## src/rtc_cmos_config_regs_consts.vh

```
`ifndef RTC_CMOS_CONFIG_REGS_CONSTS_VH
`define RTC_CMOS_CONFIG_REGS_CONSTS_VH

// Register indices; byte address is index times four
`define IDX_BANK_ACTIVATE      8'h30
`define IDX_BANK0_BASE_HIGH    8'h60
`define IDX_BANK0_BASE_LOW     8'h61
`define IDX_BANK1_BASE_HIGH    8'h62
`define IDX_BANK1_BASE_LOW     8'h63
`define IDX_BANK1_REGION_LOCK  8'hf0
`define IDX_BANK0_INDEX_SHADOW 8'hf1

// Field layout
`define ACT_BANK0_BIT          0
`define ACT_BANK1_BIT          1
`define ACT_MASK               8'h03
`define HIGH_MASK              8'h0f
`define LOW_MASK               8'hfe
`define LOCK_MASK              4'hf
`define LOCK_REGION_MSB        6
`define LOCK_REGION_LSB        5

// Reset values
`define RST_BANK_ACTIVATE      8'h00
`define RST_BASE_HIGH          8'h00
`define RST_BANK0_BASE_LOW     8'h70
`define RST_BANK1_BASE_LOW     8'h74
`define RST_STANDBY_BASE_LOW   8'h00
`define RST_LOCK               4'h0
`define RST_SHADOW             8'h00

// Value returned for a denied CMOS read
`define DENIED_READ_DATA       8'hff

`endif

```

## src/rtc_cmos_config_regs.v

```verilog
// Functional notes
// - Activate bits enable bank 0, bank 1
// - High byte holds base bits 11 to 8
// - Low byte holds bits 7 to 1, bit0 zero
// - Low bytes 70h/74h; standby POR loads zero
// - Lock bits set by writing one only
// - Locks clear on POR, power loss, PCI reset
// - Deny host access to locked regions
// - Shadow returns last bank 0 index write
`include "rtc_cmos_config_regs_consts.vh"

module rtc_cmos_config_regs (
   input  wire        pclk,
   input  wire        presetn,
   input  wire        pce,
   input  wire        psel,
   input  wire        penable,
   input  wire        pwrite,
   input  wire [11:0] paddr,
   input  wire [31:0] pwdata,
   input  wire [3:0]  pstrb,
   output wire [31:0] prdata,
   output wire        pready,
   output wire        pslverr,
   input  wire        standby_por,
   input  wire        pci_reset,
   input  wire        soft_reset,
   input  wire        main_power_good,
   input  wire        index_wr,
   input  wire [7:0]  index_wr_data,
   input  wire        host_req,
   input  wire        host_write,
   input  wire [6:0]  host_addr,
   input  wire [7:0]  cmos_rdata,
   output wire        bank0_enable,
   output wire        bank1_enable,
   output wire [11:0] bank0_base,
   output wire [11:0] bank1_base,
   output wire        cmos_we,
   output wire [7:0]  host_rdata,
   output wire        host_denied
);

   reg  [3:0]  sync1_reg;
   reg  [3:0]  sync2_reg;
   wire        standby_por_s;
   wire        pci_reset_s;
   wire        soft_reset_s;
   wire        power_good_s;

   reg  [7:0]  activate_reg;
   reg  [7:0]  b0_high_reg;
   reg  [7:0]  b0_low_reg;
   reg  [7:0]  b1_high_reg;
   reg  [7:0]  b1_low_reg;
   reg  [3:0]  lock_reg;
   reg  [7:0]  shadow_reg;

   reg  [7:0]  activate_next;
   reg  [7:0]  b0_high_next;
   reg  [7:0]  b0_low_next;
   reg  [7:0]  b1_high_next;
   reg  [7:0]  b1_low_next;
   reg  [3:0]  lock_next;

   reg  [31:0] prdata_reg;
   reg         pready_reg;
   reg         pslverr_reg;
   reg         cmos_we_reg;
   reg  [7:0]  host_rdata_reg;
   reg         host_denied_reg;

   wire        aligned;
   wire [7:0]  index;
   wire        commit;
   wire        wr_commit;
   wire        lane0;
   reg  [7:0]  rd_byte;
   reg         hit;
   wire        region_locked;
   wire        cfg_reset;
   wire        lock_clear;
   wire        host_locked;
   wire        access_cycle;
   wire        bus_error;

   // Pins from other domains pass two flops first
   always @(posedge pclk or negedge presetn) begin
      if (!presetn) begin
         sync1_reg <= 4'h0;
         sync2_reg <= 4'h0;
      end else if (pce) begin
         sync1_reg <= {main_power_good, soft_reset, pci_reset, standby_por};
         sync2_reg <= sync1_reg;
      end
   end

   assign standby_por_s = sync2_reg[0];
   assign pci_reset_s   = sync2_reg[1];
   assign soft_reset_s  = sync2_reg[2];
   assign power_good_s  = sync2_reg[3];

   // APB decode: index is word address
   assign aligned   = (paddr[1:0] == 2'b00) && (paddr[11:10] == 2'b00);
   assign index     = paddr[9:2];
   assign commit    = psel && penable && pready_reg;
   assign wr_commit = commit && pwrite && hit && !pslverr_reg;
   assign lane0     = pstrb[0];

   always @* begin
      hit     = aligned;
      rd_byte = 8'h00;
      case (index)
         `IDX_BANK_ACTIVATE:      rd_byte = activate_reg;
         `IDX_BANK0_BASE_HIGH:    rd_byte = b0_high_reg;
         `IDX_BANK0_BASE_LOW:     rd_byte = b0_low_reg;
         `IDX_BANK1_BASE_HIGH:    rd_byte = b1_high_reg;
         `IDX_BANK1_BASE_LOW:     rd_byte = b1_low_reg;
         `IDX_BANK1_REGION_LOCK:  rd_byte = {4'h0, lock_reg};
         `IDX_BANK0_INDEX_SHADOW: rd_byte = shadow_reg;
         default:                 hit = 1'b0;
      endcase
      if (!aligned) begin
         rd_byte = 8'h00;
      end
   end

   // Register write path; reserved bits forced to zero
   always @* begin
      activate_next = activate_reg;
      b0_high_next  = b0_high_reg;
      b0_low_next   = b0_low_reg;
      b1_high_next  = b1_high_reg;
      b1_low_next   = b1_low_reg;
      lock_next     = lock_reg;
      if (wr_commit && lane0) begin
         case (index)
            `IDX_BANK_ACTIVATE:     activate_next = pwdata[7:0] & `ACT_MASK;
            `IDX_BANK0_BASE_HIGH:   b0_high_next = pwdata[7:0] & `HIGH_MASK;
            `IDX_BANK0_BASE_LOW:    b0_low_next = pwdata[7:0] & `LOW_MASK;
            `IDX_BANK1_BASE_HIGH:   b1_high_next = pwdata[7:0] & `HIGH_MASK;
            `IDX_BANK1_BASE_LOW:    b1_low_next = pwdata[7:0] & `LOW_MASK;
            `IDX_BANK1_REGION_LOCK: lock_next = lock_reg | (pwdata[3:0] & `LOCK_MASK);
            default:                lock_next = lock_reg;
         endcase
      end
   end

   // PCI and soft resets load the same defaults
   assign cfg_reset  = pci_reset_s || soft_reset_s;
   // Soft reset is not a lock clear source
   assign lock_clear = standby_por_s || pci_reset_s || !power_good_s;

   // Activation bits clear on every reset source
   always @(posedge pclk or negedge presetn) begin
      if (!presetn) begin
         activate_reg <= `RST_BANK_ACTIVATE;
      end else if (pce) begin
         if (standby_por_s || cfg_reset) begin
            activate_reg <= `RST_BANK_ACTIVATE;
         end else begin
            activate_reg <= activate_next;
         end
      end
   end

   // High bytes clear on every reset source
   always @(posedge pclk or negedge presetn) begin
      if (!presetn) begin
         b0_high_reg <= `RST_BASE_HIGH;
         b1_high_reg <= `RST_BASE_HIGH;
      end else if (pce) begin
         if (standby_por_s || cfg_reset) begin
            b0_high_reg <= `RST_BASE_HIGH;
            b1_high_reg <= `RST_BASE_HIGH;
         end else begin
            b0_high_reg <= b0_high_next;
            b1_high_reg <= b1_high_next;
         end
      end
   end

   // Low bytes: standby loss zeroes them, other resets load defaults
   // A reset beats a same-cycle write
   always @(posedge pclk or negedge presetn) begin
      if (!presetn) begin
         b0_low_reg <= `RST_BANK0_BASE_LOW;
         b1_low_reg <= `RST_BANK1_BASE_LOW;
      end else if (pce) begin
         if (standby_por_s) begin
            b0_low_reg <= `RST_STANDBY_BASE_LOW;
            b1_low_reg <= `RST_STANDBY_BASE_LOW;
         end else if (cfg_reset) begin
            b0_low_reg <= `RST_BANK0_BASE_LOW;
            b1_low_reg <= `RST_BANK1_BASE_LOW;
         end else begin
            b0_low_reg <= b0_low_next;
            b1_low_reg <= b1_low_next;
         end
      end
   end

   // Locks survive soft reset only
   // A clear beats a same-cycle set, so no write can dodge a reset
   always @(posedge pclk or negedge presetn) begin
      if (!presetn) begin
         lock_reg <= `RST_LOCK;
      end else if (pce) begin
         if (lock_clear) begin
            lock_reg <= `RST_LOCK;
         end else begin
            lock_reg <= lock_next;
         end
      end
   end

   // Shadow follows every index write on the bank 0 port
   always @(posedge pclk or negedge presetn) begin
      if (!presetn) begin
         shadow_reg <= `RST_SHADOW;
      end else if (pce && index_wr) begin
         shadow_reg <= index_wr_data;
      end
   end

   // One wait state: answer on the second access cycle
   assign access_cycle = psel && penable;
   assign bus_error    = !hit || (pwrite && index == `IDX_BANK0_INDEX_SHADOW);

   always @(posedge pclk or negedge presetn) begin
      if (!presetn) begin
         pready_reg <= 1'b0;
      end else if (pce) begin
         pready_reg <= access_cycle && !pready_reg;
      end
   end

   // Error pulses with ready, never on its own
   always @(posedge pclk or negedge presetn) begin
      if (!presetn) begin
         pslverr_reg <= 1'b0;
      end else if (pce) begin
         pslverr_reg <= access_cycle && !pready_reg && bus_error;
      end
   end

   // Read data changes only at the answer; writes and errors read zero
   always @(posedge pclk or negedge presetn) begin
      if (!presetn) begin
         prdata_reg <= 32'h00000000;
      end else if (pce && access_cycle && !pready_reg) begin
         prdata_reg <= (pwrite || bus_error) ? 32'h00000000 : {24'h000000, rd_byte};
      end
   end

   // Region select from offset bits 6:5
   assign region_locked = lock_reg[host_addr[`LOCK_REGION_MSB:`LOCK_REGION_LSB]];
   // Locks only bite while main power is up
   assign host_locked   = region_locked && power_good_s;

   // Denial flag pulses once per refused request
   always @(posedge pclk or negedge presetn) begin
      if (!presetn) begin
         host_denied_reg <= 1'b0;
      end else if (pce) begin
         host_denied_reg <= host_req && host_locked;
      end
   end

   // Write strobe also needs bank 1 active to reach the array
   always @(posedge pclk or negedge presetn) begin
      if (!presetn) begin
         cmos_we_reg <= 1'b0;
      end else if (pce) begin
         cmos_we_reg <= host_req && host_write && !host_locked && activate_reg[`ACT_BANK1_BIT];
      end
   end

   // Read data holds until the next read; a locked read shows all ones
   always @(posedge pclk or negedge presetn) begin
      if (!presetn) begin
         host_rdata_reg <= `DENIED_READ_DATA;
      end else if (pce && host_req && !host_write) begin
         host_rdata_reg <= host_locked ? `DENIED_READ_DATA : cmos_rdata;
      end
   end

   assign prdata       = prdata_reg;
   assign pready       = pready_reg;
   assign pslverr      = pslverr_reg;
   assign bank0_enable = activate_reg[`ACT_BANK0_BIT];
   assign bank1_enable = activate_reg[`ACT_BANK1_BIT];
   assign bank0_base   = {b0_high_reg[3:0], b0_low_reg};
   assign bank1_base   = {b1_high_reg[3:0], b1_low_reg};
   assign cmos_we      = cmos_we_reg;
   assign host_rdata   = host_rdata_reg;
   assign host_denied  = host_denied_reg;

endmodule

```

## config.mk

```make
export PLATFORM = sky130hd
export DESIGN_NAME = rtc_cmos_config_regs
export DESIGN_NICKNAME = d
export VERILOG_FILES = /design/src/rtc_cmos_config_regs.v
export VERILOG_INCLUDE_DIRS = /design/src
export SDC_FILE = /design/constraint.sdc
export NUM_CORES = 1
export LEC_CHECK = 0
export CORE_MARGIN = 2
export CORE_UTILIZATION = 57
export DETAILED_ROUTE_END_ITERATION = 8
export DONT_BUFFER_PORTS = 1
export PLACE_DENSITY = 0.75
export RECOVER_POWER = 25
export SYNTH_ARGS = -nofsm -noshare
export SYNTH_HDL_FRONTEND = slang
export SYNTH_SLANG_ARGS = --single-unit
```

## constraint.sdc

```tcl
create_clock -name pclk -period 1.8 [get_ports pclk]
set_input_delay 0.09 -clock pclk [delete_from_list [all_inputs] [get_ports pclk]]
set_output_delay 0.09 -clock pclk [all_outputs]
set_load 0.05 [all_outputs]
```

==> results.txt <==
detailed-route via count - 2856
number of synthesized register bits - 64
gr usage total - 31.2%
cts bufs inserted - 9
hold_ws - -0.00524 ns
largest net degree at the start of global routing - 65
Hold Path Class - input port to flip-flop
Worst Path Required - 2.09 ns
IO Count - 154
antenna viol nets, final - 0
sequential share of the synthesized area - 48.5%
Sink Count - 64
drt first pass iters - 5
post-synthesis compound-gate area fraction - 18.6%
Clock Latency Late Sink - 0.35 ns
final WL - 9.56 mm
Yosys warning count - 0
Initial Util - 60.0%
failing checks - negative hold slack
status - finished with violations
# DRC - 0
vias per cell - 6.09
Max stage delay cell, worst path - or4_4
number of synthesized flops with an enable pin - 0
VDD IR max - 0.000795 V
Max stage delay on crit path - 0.53 ns
area of placed instances - 0.00359 mm^2
Pleak - 1.95 nW
Post-Layout Inst Area - 0.00443 mm^2
largest family of logic cells by synthesized area - compound AO/OA/AOI/OAI gates
Die ar. - 0.00649 mm^2
Worst EP arrival - 2.09 ns
first-pass GRT wire length - 14.8 mm
Site Rows - 27
Die Height - 80.6 um
Mapped Cells - 309
commonest non-fill, non-tap cell in the layout - dfrtp_1
P per Cell Area - 918 mW/mm^2
Final min period - 1.80 ns
Final WS setup - 0.00143 ns
final hold violations - 3
clk buf depth - 2
prevailing post-synth register cell - dfrtp_1
FMAX - 556 MHz
xor/xnor cell area share of the yosys netlist - 0.262%
initial antenna violation count - 0
storage element area - 0.00162 mm^2
Sw Ratio - 31.7%
Clk network pwr share - 36.2%
Max Cap Viol - 0
Slew Viols, Final - 0
antenna cell count - 0
Nets - 476
gpl congestion - 0.878
dominant cells by area after synthesis - dfrtp_1, dfstp_2, buf_4, mux2_2, a22o_1
combinational share of power - 15.9%
Synth Area in Adders - 0%
core area - 0.00557 mm^2
Crit path max-delay family - simple AND/OR/NAND/NOR gates
post-DP HPWL - 5.99 mm
# H-tree levels - 3
synth unique cells - 47
area leader, netlist - dfrtp_1
GRT overflow - 0
CP Buf/Inv Count - 1
Cell Chain, Critical Path - or4_4 -> buf_6 -> nor3_4 -> o32a_1 -> o221a_2
root buffer selected by CTS - clkbuf_8
share of the synthesized area in the top cell type - 36.7%
CP Class - flip-flop to flip-flop
Final Total Pwr - 0.00407 W
synthesized area - 0.00334 mm^2
Flop pwr share - 47.9%
syn avg cell area - 10.8 um^2
DR iter-0 viols - 173
nature of the critical path startpoint - flip-flop
pre-CTS WS - -0.167 ns
CTS tree - built
worst-path fanout max - 4
Synth Area in Simple Gates - 16.5%
DR WL/cell - 20.4 um
Worst slew margin - 43.4%
final setup fails - 0
RSZ-0062 raised after global routing - yes
Worst Skew - 0.00735 ns
Slew @ Worst Pin - 0.849 ns
Area Overhead vs Synth - 32.5%
port buffer count - 0
share of layout cells above drive strength 1 - 34.8%
Post-synth ARST share - 100%
Critical Path Sink Type - flip-flop
Multi-input gate area - 0.00168 mm^2
clk slew on worst S/H paths - 0.07 ns
Switch Pwr - 0.00129 W
mux contribution to synthesized area - 7.04%
most frequent cells in the layout - dfrtp_1, dlygate4sd3_1, buf_4
P_int - 0.00278 W
Tcrit/Tclk final - 99.9%
die width - 80.6 um
Fillers - 342
number of global-route vias before repair - 2917
setup slack, reg-to-reg - 0.001 ns
## area by class of cell
cell class              count  area share (%)
clock buffers              12            3.73
clock inverters             4            1.69
inverters                   5           0.424
multi-input cells         224            37.9
flip-flops and latches     64            36.6
well taps                  72            2.03
repair buffers             88            17.6
## timing repair
action	in CTS	in global routing
endpoints found under the setup margin	27	27
endpoints found under the hold margin	113	1
pin swaps	13	14
resized for setup	25	5
setup buffers	0	1
hold buffers	43	1
gates cloned	1	0
## worst paths after layout
check	from	to	cells after the start
max	pslverr	b1_low_reg[6]	5
min	pce	b0_high_reg[0]	2
max reg2reg	pslverr	b1_low_reg[6]	5
min reg2reg	shadow_reg[4]	shadow_reg[4]	1
max in group asynchronous	presetn	pslverr	2
min in group asynchronous	presetn	shadow_reg[0]	2
## worst register-to-register path, stage by stage (launching register included)
cell     delay [ns]
dfrtp_2        0.40
or4_4          0.53
buf_6          0.15
nor3_4         0.14
o32a_1         0.30
o221a_2        0.22
## cells in the mapped netlist, types with 2 or more instances
library cell and count:
a21oi_1 13, a221oi_1 4, a22o_1 20, a22oi_1 3
a311oi_1 2, and2_1 6, buf_2 3, buf_4 27
buf_6 3, clkbuf_1 7, dfrtp_1 49, dfstp_2 15
inv_1 5, mux2_2 18, nand2_1 25, nand2b_1 2
nand3_1 8, nand4_1 3, nor2_1 25, nor2b_1 3
nor3_1 2, nor4_1 7, nor4_2 5, o21ai_0 7
o21ai_2 8, o221a_2 7, o2bb2ai_1 6, o32a_1 2
or3_1 6
## through the flow
step / setup TNS [ns] / util (%) / cells / hold slack (ns)
6_report: 0 / 79.5 / 469 / -0.00524
5_1_grt: -0.329 / 79.5 / 469 / 0.00579
4_1_cts: -0.0507 / 79.1 / 467 / -0.178
3_5_place_dp: -2.11 / 64.4 / 407 / -0.204
3_3_place_gp: -1.35 / 64.4 / 407 / -0.204
2_1_floorplan: -2.26 / - / 334 / -0.206
## layer usage
metal,track usage [%],share of wire [%]
met3,7.98,7.9
met1,37.7,38
met5,0,0
met2,52.3,51
met4,14.2,2.8
## power groups by stage
stage	Combinational [W]	Clock (W)	Sequential, W
6_report	0.000646	0.00147	0.00195
5_1_grt	0.000694	0.00153	0.00196
4_1_cts	0.000628	0.00148	0.00195
3_5_place_dp	0.000478	0	0.00197
3_3_place_gp	0.000466	0	0.00197
2_1_floorplan	0.000409	0	0.00198
## cell families (layout without fill, tap and decap cells)
group                  Yosys count  count (layout)
XOR/XNOR                         1               1
other                            1              26
multiplexers                    20              20
buffers and inverters           46             109
AND/OR/NAND/NOR                100             100
flip-flops                      64              64
AO/OA/AOI/OAI                   77              77
Power figures use the tool's default switching activity.
